**config.mk**
```make
export PLATFORM = sky130hd
export DESIGN_NAME = rx_port_adaptive_eq_control
export DESIGN_NICKNAME = d
export VERILOG_FILES = /design/src/pkg/rx_eq_pkg.sv /design/src/design/eq_step_timer.sv /design/src/design/rx_port_adaptive_eq_control.sv
export VERILOG_INCLUDE_DIRS = /design/src /design/src/pkg
export SDC_FILE = /design/constraint.sdc
export NUM_CORES = 1
export LEC_CHECK = 0
export BUFFER_PORTS_ARGS = -buffer_cell sky130_fd_sc_hd__clkbuf_2
export CAP_MARGIN = 20
export CORE_MARGIN = 3
export CORE_UTILIZATION = 55
export DETAILED_ROUTE_END_ITERATION = 10
export HOLD_SLACK_MARGIN = 0.12
export PLACE_DENSITY = 0.76
export SYNTH_ARGS = -nofsm -noshare
export SYNTH_HDL_FRONTEND = slang
export SYNTH_SLANG_ARGS = --single-unit
```
**constraint.sdc**
```tcl
create_clock -name core_clk -period 2.69 [get_ports core_clk]
set_input_delay 0.269 -clock core_clk [delete_from_list [all_inputs] [get_ports core_clk]]
set_output_delay 0.269 -clock core_clk [all_outputs]
set_load 0.05 [all_outputs]
```
**src/pkg/rx_eq_map.svh**
```systemverilog
// Register offsets, field positions, reset values and timing counts for the equalizer control
`ifndef RX_EQ_MAP_SVH
`define RX_EQ_MAP_SVH

`define PORT_COUNT          2

// Register offsets
`define ADDR_PORT_SEL       8'h4C
`define ADDR_DEBUG          8'hD0
`define ADDR_CTL2           8'hD2
`define ADDR_STATUS         8'hD3
`define ADDR_BYPASS         8'hD4
`define ADDR_LIMITS         8'hD5

// Port select fields
`define SEL_RD_PORT         4
`define SEL_WR_EN           1:0
`define RST_SEL_RD_PORT     1'b0
`define RST_SEL_WR_EN       2'h1

// Debug fields
`define DBG_BC_CONT         1
`define DBG_BC_ONCE         0

// Control two fields
`define CTL2_WAIT           7:5
`define CTL2_FIRST_LOCK     4
`define CTL2_RESTART        3
`define CTL2_FLOOR_EN       2
`define RST_WAIT_CODE       3'h4
`define RST_FIRST_LOCK      1'b1
`define RST_FLOOR_EN        1'b1

// Bypass and limit register reset values
`define RST_BYPASS_REG      8'h60
`define RST_LIMITS_REG      8'hF2

// Step wait timing
`define CORE_CLK_PERIOD_NS  8
`define STEP_WAIT_BASE_NS   164000
`define STEP_WAIT_BASE_CYC  ((`STEP_WAIT_BASE_NS + `CORE_CLK_PERIOD_NS - 1) / `CORE_CLK_PERIOD_NS)
`define STEP_CNT_W          22

`endif

```
**src/pkg/rx_eq_pkg.sv**
```systemverilog
// Types shared by the receive port equalizer control
package rx_eq_pkg;

  typedef enum logic [1:0]
  {
    ST_START  = 2'b00,
    ST_WAIT   = 2'b01,
    ST_LOCKED = 2'b10,
    ST_BYPASS = 2'b11
  } adapt_state_t;

  typedef struct packed
  {
    logic [2:0] wait_code;
    logic       first_lock_restart_select;
    logic       floor_start_enable;
  } eq_ctl_t;

  // Same layout as the bypass register
  typedef struct packed
  {
    logic [2:0] stage_hi;
    logic       lock_waits_for_adaptation;
    logic [2:0] stage_lo;
    logic       adaptation_disable;
  } eq_bypass_t;

  // Same layout as the limits register
  typedef struct packed
  {
    logic [3:0] equalizer_upper_limit;
    logic [3:0] equalizer_start_floor;
  } eq_limits_t;

  typedef struct packed
  {
    logic       rd_port;
    logic [1:0] wr_en;
  } port_sel_t;

endpackage : rx_eq_pkg

```
**src/design/eq_step_timer.sv**
```systemverilog
// Programmable step wait timer for one port's equalizer adaptation
`include "rx_eq_map.svh"

module eq_step_timer #(
  parameter int unsigned BASE_CYC = `STEP_WAIT_BASE_CYC
) (
  // Clock and reset
  input  wire logic       core_clk,
  input  wire logic       sys_rst,
  // Control
  input  wire logic       clear,
  input  wire logic [2:0] code,
  // Result
  output logic            expired
);

  logic [`STEP_CNT_W-1:0] cnt_q;
  logic [`STEP_CNT_W-1:0] limit;

  // Each code step doubles the base wait
  assign limit = (`STEP_CNT_W'(BASE_CYC) << code) - `STEP_CNT_W'(1);

  // Compare with >= so a shorter code written mid-wait still expires
  always_ff @(posedge core_clk)
  begin
    if (sys_rst || clear)
    begin
      cnt_q   <= '0;
      expired <= 1'b0;
    end
    else if (cnt_q >= limit)
    begin
      cnt_q   <= '0;
      expired <= 1'b1;
    end
    else
    begin
      cnt_q   <= cnt_q + `STEP_CNT_W'(1);
      expired <= 1'b0;
    end
  end

endmodule : eq_step_timer

```
**src/design/rx_port_adaptive_eq_control.sv**
```systemverilog
// Per receive port adaptive equalizer control, readout and back channel error injection
//
// What this block does
// - Each receive port has its own registers; port select steers host accesses.
// - Wait a coded time, 164 us doubling per code, before each equalizer step.
// - With first-lock restart set, the first lock restarts adaptation from zero.
// - Writing the restart bit restarts adaptation from start value; bit self clears.
// - With floor start enabled, adaptation begins at the floor value, not zero.
// - Continuous error bit corrupts one bit in every back channel frame.
// - One-shot error bit corrupts one bit in exactly one back channel frame.
// - Floor start takes the 4-bit floor field, reset 0x2, as start gain.
// - Adaptation wraps back to the start value once it reaches the 4-bit upper limit, reset 0xF.
// - When adaptation is disabled, the fixed stage select values are applied.
`include "rx_eq_map.svh"

module rx_port_adaptive_eq_control
  import rx_eq_pkg::*;
#(
  parameter int unsigned STEP_WAIT_BASE_CYC = `STEP_WAIT_BASE_CYC
) (
  // Clock and reset
  input  wire logic                   core_clk,
  input  wire logic                   sys_rst,
  // Register access from the I2C target
  input  wire logic                   reg_wr,
  input  wire logic                   reg_rd,
  input  wire logic [7:0]             reg_addr,
  input  wire logic [7:0]             reg_wdata,
  output logic      [7:0]             reg_rdata,
  output logic                        reg_rvalid,
  // Receiver lock circuit, asynchronous
  input  wire logic [`PORT_COUNT-1:0] lock_raw,
  // Back channel transmitter
  input  wire logic [`PORT_COUNT-1:0] bc_frame_start,
  output logic      [`PORT_COUNT-1:0] bc_error_inject,
  // Equalizer and lock outputs
  output logic      [`PORT_COUNT-1:0] rx_lock,
  output logic [`PORT_COUNT-1:0][5:0] current_equalizer_setting
);

  port_sel_t  sel_q;
  logic [7:0] port_rd [`PORT_COUNT];

  // A write reaches every port whose write enable is set in port select
  function automatic logic port_write(input logic       wr,
                                      input logic [7:0] addr,
                                      input logic [7:0] target,
                                      input logic       en);
    port_write = wr && (addr == target) && en;
  endfunction : port_write

  always_ff @(posedge core_clk)
  begin
    if (sys_rst)
    begin
      sel_q.rd_port <= `RST_SEL_RD_PORT;
      sel_q.wr_en   <= `RST_SEL_WR_EN;
    end
    else if (reg_wr && reg_addr == `ADDR_PORT_SEL)
    begin
      sel_q.rd_port <= reg_wdata[`SEL_RD_PORT];
      sel_q.wr_en   <= reg_wdata[`SEL_WR_EN];
    end
  end

  // Read data appears one cycle after the read strobe; unmapped offsets read zero
  always_ff @(posedge core_clk)
  begin
    if (sys_rst)
    begin
      reg_rdata  <= 8'h00;
      reg_rvalid <= 1'b0;
    end
    else
    begin
      reg_rvalid <= reg_rd;
      if (reg_rd)
      begin
        if (reg_addr == `ADDR_PORT_SEL)
        begin
          reg_rdata <= {3'b000, sel_q.rd_port, 2'b00, sel_q.wr_en};
        end
        else
        begin
          reg_rdata <= port_rd[sel_q.rd_port];
        end
      end
    end
  end

  for (genvar p = 0; p < `PORT_COUNT; p++)
  begin : g_port
    eq_ctl_t      ctl_q;
    eq_bypass_t   byp_q;
    eq_limits_t   lim_q;
    adapt_state_t state_q;
    logic         restart_q;
    logic         bc_cont_q;
    logic         bc_once_q;
    logic         bc_armed_q;
    logic         lock_meta_q;
    logic         lock_sync_q;
    logic         first_seen_q;
    logic [3:0]   eq_q;
    logic [3:0]   start_val;
    logic         expired;
    logic         wr_dbg;
    logic         wr_ctl;
    logic         wr_byp;
    logic         wr_lim;

    assign wr_dbg = port_write(reg_wr, reg_addr, `ADDR_DEBUG, sel_q.wr_en[p]);
    assign wr_ctl = port_write(reg_wr, reg_addr, `ADDR_CTL2, sel_q.wr_en[p]);
    assign wr_byp = port_write(reg_wr, reg_addr, `ADDR_BYPASS, sel_q.wr_en[p]);
    assign wr_lim = port_write(reg_wr, reg_addr, `ADDR_LIMITS, sel_q.wr_en[p]);

    assign start_val = ctl_q.floor_start_enable ? lim_q.equalizer_start_floor : 4'h0;

    // Lock comes from another clock domain
    always_ff @(posedge core_clk)
    begin
      if (sys_rst)
      begin
        lock_meta_q <= 1'b0;
        lock_sync_q <= 1'b0;
      end
      else
      begin
        lock_meta_q <= lock_raw[p];
        lock_sync_q <= lock_meta_q;
      end
    end

    always_ff @(posedge core_clk)
    begin
      if (sys_rst)
      begin
        ctl_q.wait_code                 <= `RST_WAIT_CODE;
        ctl_q.first_lock_restart_select <= `RST_FIRST_LOCK;
        ctl_q.floor_start_enable        <= `RST_FLOOR_EN;
        byp_q                           <= eq_bypass_t'(`RST_BYPASS_REG);
        lim_q                           <= eq_limits_t'(`RST_LIMITS_REG);
      end
      else
      begin
        if (wr_ctl)
        begin
          ctl_q.wait_code                 <= reg_wdata[`CTL2_WAIT];
          ctl_q.first_lock_restart_select <= reg_wdata[`CTL2_FIRST_LOCK];
          ctl_q.floor_start_enable        <= reg_wdata[`CTL2_FLOOR_EN];
        end
        if (wr_byp)
        begin
          byp_q <= eq_bypass_t'(reg_wdata);
        end
        if (wr_lim)
        begin
          lim_q <= eq_limits_t'(reg_wdata);
        end
      end
    end

    // Restart reads back as one for a single cycle only
    always_ff @(posedge core_clk)
    begin
      if (sys_rst)
      begin
        restart_q <= 1'b0;
      end
      else
      begin
        restart_q <= wr_ctl && reg_wdata[`CTL2_RESTART];
      end
    end

    // A new arming in the same cycle as a frame survives, so no request is lost
    always_ff @(posedge core_clk)
    begin
      if (sys_rst)
      begin
        bc_cont_q          <= 1'b0;
        bc_once_q          <= 1'b0;
        bc_armed_q         <= 1'b0;
        bc_error_inject[p] <= 1'b0;
      end
      else
      begin
        if (wr_dbg)
        begin
          bc_cont_q <= reg_wdata[`DBG_BC_CONT];
          bc_once_q <= reg_wdata[`DBG_BC_ONCE];
        end
        if (wr_dbg && reg_wdata[`DBG_BC_ONCE])
        begin
          bc_armed_q <= 1'b1;
        end
        else if (bc_frame_start[p])
        begin
          bc_armed_q <= 1'b0;
        end
        bc_error_inject[p] <= bc_frame_start[p] && (bc_cont_q || bc_armed_q);
      end
    end

    eq_step_timer #(
      .BASE_CYC (STEP_WAIT_BASE_CYC)
    ) u_timer (
      .core_clk (core_clk),
      .sys_rst  (sys_rst),
      .clear    (state_q != ST_WAIT),
      .code     (ctl_q.wait_code),
      .expired  (expired)
    );

    // In the wait state lock is judged only at the end of each wait, so a step never trusts a stale lock
    always_ff @(posedge core_clk)
    begin
      if (sys_rst)
      begin
        state_q      <= ST_START;
        eq_q         <= 4'h0;
        first_seen_q <= 1'b0;
      end
      else if (byp_q.adaptation_disable)
      begin
        state_q <= ST_BYPASS;
      end
      else if (restart_q)
      begin
        state_q <= ST_START;
      end
      else
      begin
        case (state_q)
          ST_START:
          begin
            eq_q    <= start_val;
            state_q <= ST_WAIT;
          end
          ST_WAIT:
          begin
            if (expired && lock_sync_q)
            begin
              first_seen_q <= 1'b1;
              if (ctl_q.first_lock_restart_select && !first_seen_q)
              begin
                eq_q <= 4'h0;
              end
              else
              begin
                state_q <= ST_LOCKED;
              end
            end
            else if (expired)
            begin
              if (eq_q >= lim_q.equalizer_upper_limit)
              begin
                eq_q <= start_val;
              end
              else
              begin
                eq_q <= eq_q + 4'h1;
              end
            end
          end
          ST_LOCKED:
          begin
            if (!lock_sync_q)
            begin
              state_q <= ST_WAIT;
            end
          end
          ST_BYPASS:
          begin
            state_q <= ST_START;
          end
          default:
          begin
            state_q <= ST_START;
          end
        endcase
      end
    end

    always_ff @(posedge core_clk)
    begin
      if (sys_rst)
      begin
        current_equalizer_setting[p] <= 6'h00;
        rx_lock[p]                   <= 1'b0;
      end
      else
      begin
        if (byp_q.adaptation_disable)
        begin
          current_equalizer_setting[p] <= {byp_q.stage_hi, byp_q.stage_lo};
        end
        else
        begin
          current_equalizer_setting[p] <= {2'b00, eq_q};
        end
        if (byp_q.lock_waits_for_adaptation)
        begin
          rx_lock[p] <= lock_sync_q && (state_q == ST_LOCKED || state_q == ST_BYPASS);
        end
        else
        begin
          rx_lock[p] <= lock_sync_q;
        end
      end
    end

    always_comb
    begin
      case (reg_addr)
        `ADDR_DEBUG:  port_rd[p] = {6'b00_0000, bc_cont_q, bc_once_q};
        `ADDR_CTL2:   port_rd[p] = {ctl_q.wait_code, ctl_q.first_lock_restart_select,
                                    restart_q, ctl_q.floor_start_enable, 2'b00};
        `ADDR_STATUS: port_rd[p] = {2'b00, current_equalizer_setting[p]};
        `ADDR_BYPASS: port_rd[p] = byp_q;
        `ADDR_LIMITS: port_rd[p] = lim_q;
        default:      port_rd[p] = 8'h00;
      endcase
    end
  end

endmodule : rx_port_adaptive_eq_control

```
# Yosys cells after proc, flatten, opt, wreduce, memory -nomap -nowiden
# Cells that the tools add are included.
# op_classes
add_sub_neg,6
magnitude_cmp,5
n_eq_ne,24
n_shift,2
muxes,40
bitwise_logic,5
n_reduce_logical,49
# ops
cell,n
8-bit case mux with 5 select lines,2
4-bit 2-to-1 mux,12
"22-bit by 1-bit adder with 22-bit output, second input constant",2
22-bit greater-or-equal comparator,2
"15-bit by 3-bit << shifter with 22-bit output, first input constant",2
"22-bit by 1-bit subtractor with 22-bit output, second input constant",2
"8-bit equality test, second input constant",5
8-bit 2-to-1 mux,4
1-bit logical AND,25
"4-bit != test, second input constant",6
2-bit 2-to-1 mux,10
2-bit case mux with 4 select lines,2
4-bit case mux with 2 select lines,2
5-bit AND reduction,2
"4-bit by 1-bit adder with 4-bit output, second input constant",2
"2-bit equality test, second input constant",4
"8-bit by 7-bit equality test with 1-bit output, second input constant",1
4-bit greater-or-equal comparator,2
1-bit 2-to-1 mux,8
4-bit AND reduction,2
2-bit nonzero test,4
2-bit OR reduction,4
1-bit logical OR,6
"3-bit by 2-bit != test with 1-bit output, second input constant",2
9 further kinds,18
# totals
ff_bits,142
input_bits,24
out_inout_bits,25
word_cells,183

# Depth between registers and ports, before layout
# Gate-level depths: netlist of run 1.
# logic_depth
word_depth,7
ltp_mapped,15

# Cells and area by module
# A second synthesis of run 1 with hierarchy kept.
# hier_totals
hier_cells,884
hier_area_um2,7900.1
# by_module_without_submodules
module,n_inst,cells_each,area_per_inst_um2,seq_area_each_um2
rx_port_adaptive_eq_control,1,513,4598.2,1921.8
eq_step_timer at g_port[1].u_timer,1,182,1662.8,460.4
eq_step_timer at g_port[0].u_timer,1,189,1639.1,460.4

# Worst setup path before layout of run 1
# Ideal clock, no wire load.
# synth_path
path_kind,reg-to-reg
from,register g_port[0].ctl_q[3] (netlist name)
to,register g_port[0].u_timer.cnt_q[14]
arrival_ps,2887
required_time_ps,2626
path_slack_ps,-261
path_stages_with_launch,14
path_buffers,2
synth_period_minus_slack_ps,2951
cell_sequence,dfxtp_1 -> clkbuf_1 -> clkinv_1 -> ha_1 -> o21bai_1 -> a21oi_1 -> o22a_1 -> ha_1 -> nand4_1 -> nor4_1 -> and4bb_1 -> or4_4 -> buf_6 -> nor2_1
# synth_via
elab_chain_len,4
# synth_lines
item,line_no,rtl
start: declaration,rx_port_adaptive_eq_control.sv:93,eq_ctl_t ctl_q;
15-bit by 3-bit << shifter with 22-bit output (no line),n/a,
22-bit by 1-bit subtractor with 22-bit output,eq_step_timer.sv:21,assign limit = (`STEP_CNT_W'(BASE_CYC) << code) - `STEP_CNT_W'(1);
22-bit greater-or-equal comparator,eq_step_timer.sv:31,else if (cnt_q >= limit)
2-bit OR reduction (no line),n/a,
end signal: assignment,eq_step_timer.sv:38,cnt_q <= cnt_q + `STEP_CNT_W'(1);
end: declaration,eq_step_timer.sv:17,logic [`STEP_CNT_W-1:0] cnt_q;
# Every way passes these cells.
# A chain may end at the register's enable or synchronous reset.

# Final worst setup path of run 1
# layout_path
from,register g_port[0].ctl_q[3] (netlist name)
to,register g_port[0].u_timer.cnt_q[4]
# Same word-level chain as after synthesis.

==> results.sh, run 1 <==
export IMPL_outcome="finished clean"
export IMPL_ys_types=60
export IMPL_buffer_ports_inserted=48
export IMPL_worstSkewPairLatency_ns=0.43
export IMPL_detail_route_wl_per_cell_um=16.3
export IMPL_holdWs_ns=0.132
export IMPL_antenna_cells=0
export IMPL_synth_seq_cells=142
export IMPL_rows=42
export IMPL_hold_violations=0
export IMPL_critPathRequiredTime_ns=3.06
export IMPL_final_cell_mix="dfxtp_1, nor2_1, a21oi_1, ha_1, mux2i_1"
export IMPL_r2r_start="g_port[0].ctl_q[3]"
export IMPL_synth_nets=975
export IMPL_fin_total_pwr_mw=4.84
export IMPL_antenna_found_initial=0
export IMPL_cts_tree="built"
export IMPL_drive_above_1_share_pct=17.4
export IMPL_area_growth_pct=17.5
export IMPL_drc=0
export IMPL_drt_first_pass_iters=5
export IMPL_clock_skew_final_ns=0.00880
export IMPL_worstSetupPathType="reg -> reg"
export IMPL_hold_path_cell_count=2
export IMPL_die_area_sq_um=15500
export IMPL_wl_mm=18.6
export IMPL_reg2reg_slack_ns=0.04
export IMPL_r2r_end="g_port[0].u_timer.cnt_q[4]"
export IMPL_grt_start_max_net_pins=51
export IMPL_core_area_sq_um=13500
export IMPL_end_kind="flip-flop"
export IMPL_p_leak_nw=3.69
export IMPL_grt_pass1_wl_mm=30.7
export IMPL_syn_area_per_cell_sq_um=8.66
export IMPL_rr_worst_depth=12
export IMPL_layout_commonest_cell="dfxtp_1"
export IMPL_yosys_warnings=0
export IMPL_netlist_area_sq_um=7710
export IMPL_crit_fanout=6
export IMPL_fin_crit_sh_pct=98.4
export IMPL_hold_path_end="g_port[0].lim_q[6]"
export IMPL_swShare_pct=22.7
export IMPL_relSlewSlack_pct=56.6
export IMPL_worstMarginPinSlew_ns=0.645
export IMPL_drt_iter0_markers=431
export IMPL_pwr_share_seq_pct=44.4
export IMPL_vias=6643
export IMPL_hpwl_mm=12.8
export IMPL_fp_dieH_um=124
export IMPL_finalMaxSlewViolations=0
export IMPL_post_route_min_period_ns=2.65
export IMPL_holdCritPathClass="in -> reg"
export IMPL_p_per_area_nw_per_um2=534
export IMPL_grt_total_usage_pct=23.7
export IMPL_cts_buffers=17
export IMPL_final_core_util_pct=67.4
export IMPL_drt_antenna_violating_nets=0
export IMPL_ys_flop_type="dfxtp_1"
export IMPL_place_congestion=0.912
export IMPL_finalSetupViolCount=0
export IMPL_cts_root_buf="clkbuf_16"
export IMPL_die_width_um=124
export IMPL_synth_edf_count=0
export IMPL_routed_via_density=5.81
export IMPL_worstHoldStart="reg_wdata[6]"
export IMPL_drv_cap=0
export IMPL_synthArstFlopShare_pct=0
export IMPL_start_util_pct=57.3
export IMPL_io_pins=49
export IMPL_cts_buffer_depth=2
export IMPL_clkPwrFrac_pct=50.1
export IMPL_cp_arrival_ns=3.01
export IMPL_h_tree_depth=4
export IMPL_combPwrFrac_pct=5.4
export IMPL_netSwitchingPower_mw=1.10
export IMPL_cp_start_kind="flip-flop"
export IMPL_p_int_mw=3.74
export IMPL_cts_sinks=142
export IMPL_ys_seq_area_share_pct=36.9
export IMPL_tns_ns=0
export IMPL_grt_pass1_vias=6315
export IMPL_netlist_instances=891
export IMPL_clk_pin_slew_ns=0.06
export IMPL_final_nets=1038
export IMPL_max_freq_mhz=378
export IMPL_post_place_ws_ns=-0.102
export IMPL_ir_drop_mv=0.399
export IMPL_setup_ws_ns=0.0425
export IMPL_grt_overflow_total=0
[registers in the layout, summed over array words and instances (netlist names)]
register                   cells
bc_error_inject                2
current_equalizer_setting     12
g_port.bc_armed_q              2
g_port.bc_cont_q               2
g_port.bc_once_q               2
g_port.byp_q                  16
g_port.ctl_q                  10
g_port.eq_q                    8
g_port.first_seen_q            2
g_port.lim_q                  16
g_port.lock_meta_q             2
g_port.lock_sync_q             2
g_port.restart_q               2
g_port.state_q                 4
g_port.u_timer.cnt_q          44
g_port.u_timer.expired         2
reg_rdata                      8
reg_rvalid                     1
rx_lock                        2
sel_q                          3
[Yosys cell counts, types with 5 or more instances]
library cell	number	area share (%)
a211o_1	21	2.4
a211oi_1	9	0.88
a21o_1	7	0.68
a21oi_1	56	3.6
a221oi_1	6	0.68
a22oi_1	7	0.68
and3_1	10	0.81
buf_2	8	0.52
buf_6	6	0.88
clkbuf_1	27	1.3
dfxtp_1	142	37
ha_1	60	9.7
inv_1	28	1.4
mux2i_1	49	6.4
nand2_1	47	2.3
nand2b_1	12	0.97
nand3_1	43	2.8
nand4_1	19	1.5
nor2_1	124	6.0
nor2b_1	17	1.4
nor3_1	33	2.1
nor3b_1	6	0.58
o211ai_1	5	0.49
o21ai_0	30	1.9
or2_2	6	0.49
xnor2_1	17	1.9
xor2_1	31	3.5
[layer usage]
metal  vias to the layer above  wire, um  GRT usage (%)
met1                      3123      8320           31.6
li1                       3302         -              -
met2                       181      8800           37.8
met4                         0       515           9.35
met3                        37       945           4.85
met5                         -         0              0
[kinds of logic after synthesis]
group	after synthesis	share of synthesized area, %
multiplexers	53	6.94
flip-flops	142	36.9
AO/OA/AOI/OAI	169	14.4
AND/OR/NAND/NOR	345	22.3
adder cells (fa/ha/maj)	60	9.73
buffers and inverters	74	4.36
XOR/XNOR	48	5.45
[through the flow]
| stage | instance area (sq um) | cells |
|---|---|---|
| after global routing | 9060 | 1143 |
| after detailed placement | 8170 | 1100 |
| after floorplan | 7720 | 891 |
| after CTS | 8860 | 1139 |
| final | 9060 | 1143 |
| after global placement | 8170 | 1100 |
[critical path, cell delays in order (launching register included)]
cell and delay (ns):
dfxtp_4 0.37, clkinv_4 0.07, buf_4 0.14, buf_4 0.15
nor2_2 0.12, a21oi_2 0.04, o22a_1 0.24, ha_4 0.22
nand4_1 0.10, nor4_2 0.06, and4bb_2 0.28, or4_4 0.66
nor2_1 0.14
[worst max path at each step]
stage                            start                          end  slack [ns]
floorplan           g_port[0].ctl_q[3]  g_port[0].u_timer.cnt_q[14]        0.02
global placement    g_port[0].ctl_q[3]  g_port[0].u_timer.cnt_q[14]      -0.006
detailed placement  g_port[0].ctl_q[3]   g_port[0].u_timer.cnt_q[4]       -0.10
CTS                 g_port[0].ctl_q[3]  g_port[0].u_timer.cnt_q[18]       0.004
global route        g_port[1].ctl_q[2]    g_port[1].u_timer.expired       -0.09
finish              g_port[0].ctl_q[3]   g_port[0].u_timer.cnt_q[4]        0.04
[power groups by stage]
stage / registers, mW / clock network (mW) / logic (mW)
6_report: 2.15 / 2.42 / 0.263
5_1_grt: 2.15 / 2.57 / 0.287
4_1_cts: 2.15 / 2.45 / 0.257
3_5_place_dp: 2.20 / 0 / 0.246
3_3_place_gp: 2.20 / 0 / 0.242
2_1_floorplan: 2.21 / 0 / 0.151
[final cells by class]
class                           count  area [sq um]
Inverter                           30           119
Clock buffer                       21           470
Fill cell                        1114          4390
Sequential cell                   142          2860
Clock inverter                     11           139
Multi-Input combinational cell    678          4720
Tap cell                          176           220
Timing Repair Buffer               85           542
[repair_timing]
action / 4_1_cts / 5_1_grt
pin swaps: 1 / 15
resized for setup: 6 / 47
gates cloned: 2 / 1
setup buffers: 0 / 3
hold buffers: 5 / 0
endpoints found under the setup margin: 22 / 46
hold endpoints to repair: 7 / 0
No activity file was read; power rests on OpenSTA's default activity.
==> run 2, diff against run 1 <==
Settings changed: CTS_BUF_LIST set to sky130_fd_sc_hd__clkbuf_16.
==> run 2 against run 1 <==
Via count decreased by 0.15%. Combinational power about the same. Sequential share of layout area about the same. Clock skew about the same. Setup slack got worse by 0.059 ns. Largest power group unchanged. Count of clock-buffer cells in the layout decreased by 4. Sequential power about the same. The flow now finishes with violations (negative setup slack).
==> results.sh, run 2 (synthesis results as in run 1) <==
export IMPL_final_nets=1038
export IMPL_violations="negative setup slack"
export IMPL_cts_buffers=17
export IMPL_buffer_ports_inserted=48
export IMPL_io_pins=49
export IMPL_layout_commonest_cell="dfxtp_1"
export IMPL_fin_area_sq_um=9060
export IMPL_ir_drop_mv=0.396
export IMPL_swShare_pct=23.1
export IMPL_area_growth_pct=17.4
export IMPL_clk_pin_slew_ns=0.06
export IMPL_placed_area_sq_um=8170
export IMPL_cts_buffer_depth=2
export IMPL_worstHoldStart="reg_wdata[6]"
export IMPL_grt_pass1_vias=6241
export IMPL_antenna_found_initial=0
export IMPL_vias=6633
export IMPL_place_congestion=0.912
export IMPL_crit_start="g_port[0].ctl_q[3]"
export IMPL_critPathRequiredTime_ns=3.05
export IMPL_r2r_end="g_port[0].u_timer.cnt_q[18]"
export IMPL_pwr_share_seq_pct=45.3
export IMPL_clkPwrFrac_pct=49.2
export IMPL_max_freq_mhz=369
export IMPL_finalMaxSlewViolations=0
export IMPL_final_cell_mix="dfxtp_1, nor2_1, a21oi_1"
export IMPL_cp_endpoint="g_port[0].u_timer.cnt_q[18]"
export IMPL_clock_skew_final_ns=0.00835
export IMPL_final_core_util_pct=67.3
export IMPL_grt_start_max_net_pins=51
export IMPL_worstMarginPinSlew_ns=0.665
export IMPL_hold_violations=0
export IMPL_drc=0
export IMPL_core_area_sq_um=13500
export IMPL_cts_tree="built"
export IMPL_largestRegisters="g_port.u_timer.cnt_q: 44 flops, g_port.byp_q: 16 flops, g_port.lim_q: 16 flops"
export IMPL_setup_ws_ns=-0.0164
export IMPL_drt_antenna_violating_nets=0
export IMPL_rr_worst_depth=12
export IMPL_worstSkewPairLatency_ns=0.43
export IMPL_rows=42
export IMPL_placed_cells=1100
export IMPL_start_util_pct=57.3
export IMPL_cts_root_buf="clkbuf_16"
export IMPL_h_tree_depth=4
export IMPL_die_area_sq_um=15500
export IMPL_antenna_cells=0
export IMPL_finalSetupViolCount=6
export IMPL_p_leak_nw=3.67
export IMPL_drt_iter0_markers=468
export IMPL_reg2reg_slack_ns=-0.02
export IMPL_worstSetupPathType="reg -> reg"
export IMPL_regMostFlops="g_port.u_timer.cnt_q"
export IMPL_multi_input_area_sq_um=4740
export IMPL_post_route_min_period_ns=2.71
export IMPL_hpwl_mm=12.8
export IMPL_combPwrFrac_pct=5.6
export IMPL_p_int_mw=3.65
export IMPL_crit_fanout=6
export IMPL_detail_route_wl_per_cell_um=16.4
export IMPL_grt_overflow_total=0
export IMPL_outcome="finished with violations"
export IMPL_wl_mm=18.8
export IMPL_grt_pass1_wl_mm=30.5
export IMPL_regArea_sq_um=2860
export IMPL_end_kind="flip-flop"
export IMPL_drive_above_1_share_pct=17.2
export IMPL_holdCritPathClass="in -> reg"
export IMPL_p_per_area_nw_per_um2=524
export IMPL_netSwitchingPower_mw=1.10
export IMPL_drv_cap=0
export IMPL_final_cells=1143
export IMPL_r2r_start="g_port[0].ctl_q[3]"
export IMPL_die_width_um=124
export IMPL_rsz0062_at_grt="true"
export IMPL_relSlewSlack_pct=55.3
export IMPL_grt_total_usage_pct=23.6
export IMPL_largest_register_ffs=44
export IMPL_routed_via_density=5.80
export IMPL_fin_crit_sh_pct=101
export IMPL_cp_start_kind="flip-flop"
export IMPL_cp_arrival_ns=3.06
export IMPL_final_fill_count=1122
export IMPL_fp_dieH_um=124
export IMPL_drt_first_pass_iters=6
export IMPL_cts_sinks=142
==> run 2: cell types whose count changed in the layout (fill, tap and decap cells not counted), sizes merged <==
cell | before | now
inv | 28 | 29
clkbuf | 68 | 64
clkinv | 8 | 11
==> run 2: per-layer routing <==
metal	global-route usage (%)	vias up	wire [um]
met2	37.9	175	8970
li1	-	3298	-
met4	7.80	0	414
met5	0	-	0
met1	32.0	3124	8560
met3	4.72	36	843
==> run 2: how the worst min path moves through the flow <==
stage                     depth (start not counted)                    end  slack (ns)
after CTS                                         2     g_port[0].lim_q[6]        0.12
after floorplan                                   1           reg_rdata[4]        0.38
after detailed placement                          1  g_port[0].lock_sync_q        0.42
final                                             2     g_port[0].lim_q[6]        0.13
after global placement                            1  g_port[0].lock_sync_q        0.42
after global routing                              2     g_port[1].lim_q[6]        0.13
==> run 2: power groups by stage <==
| stage | combinational (mW) | clock (mW) | sequential [mW] |
|---|---|---|---|
| after floorplan | 0.151 | 0 | 2.21 |
| after global placement | 0.242 | 0 | 2.20 |
| after detailed placement | 0.246 | 0 | 2.20 |
| after CTS | 0.256 | 2.36 | 2.15 |
| after global routing | 0.286 | 2.46 | 2.15 |
| final | 0.264 | 2.33 | 2.15 |
==> run 2: repair_timing <==
item,4_1_cts,5_1_grt
pin swaps,1,18
gates cloned,2,1
endpoints found under the hold margin,7,0
buffers inserted,0,3
hold buffers,5,0
setup endpoints to repair,22,46
gates resized for setup,6,52
==> run 2: metrics by stage <==
stage | TNS, ns | hold WS (ns) | setup slack (ns) | power, mW
6_report | -0.0434 | 0.134 | -0.0164 | 4.75
5_1_grt | -2.58 | 0.127 | -0.116 | 4.90
4_1_cts | 0 | 0.121 | 0.00381 | 4.76
3_5_place_dp | -1.75 | 0.424 | -0.102 | 2.44
3_3_place_gp | -0.0478 | 0.416 | -0.00597 | 2.44
2_1_floorplan | 0 | 0.375 | 0.0208 | 2.36
==> run 2: area by class of cell <==
cell class,count,share of cell area [%]
clock inverter,15,1.70
clock buffer,17,4.70
inverter,30,1.31
sequential,142,31.5
tap,176,2.43
timing repair buffer,85,5.98
multi-input combinational,678,52.4
==> run 2: critical path, cell delays in order, from the launching register on <==
cell and delay [ns]:
dfxtp_4 0.38, clkinv_4 0.08, ha_4 0.17, nor2_4 0.11, o21bai_4 0.09, a21oi_2 0.17
o22a_1 0.21, ha_4 0.21, nand4_1 0.10, nor4_2 0.06, and4bb_2 0.29, or4_4 0.66
nor2_4 0.12
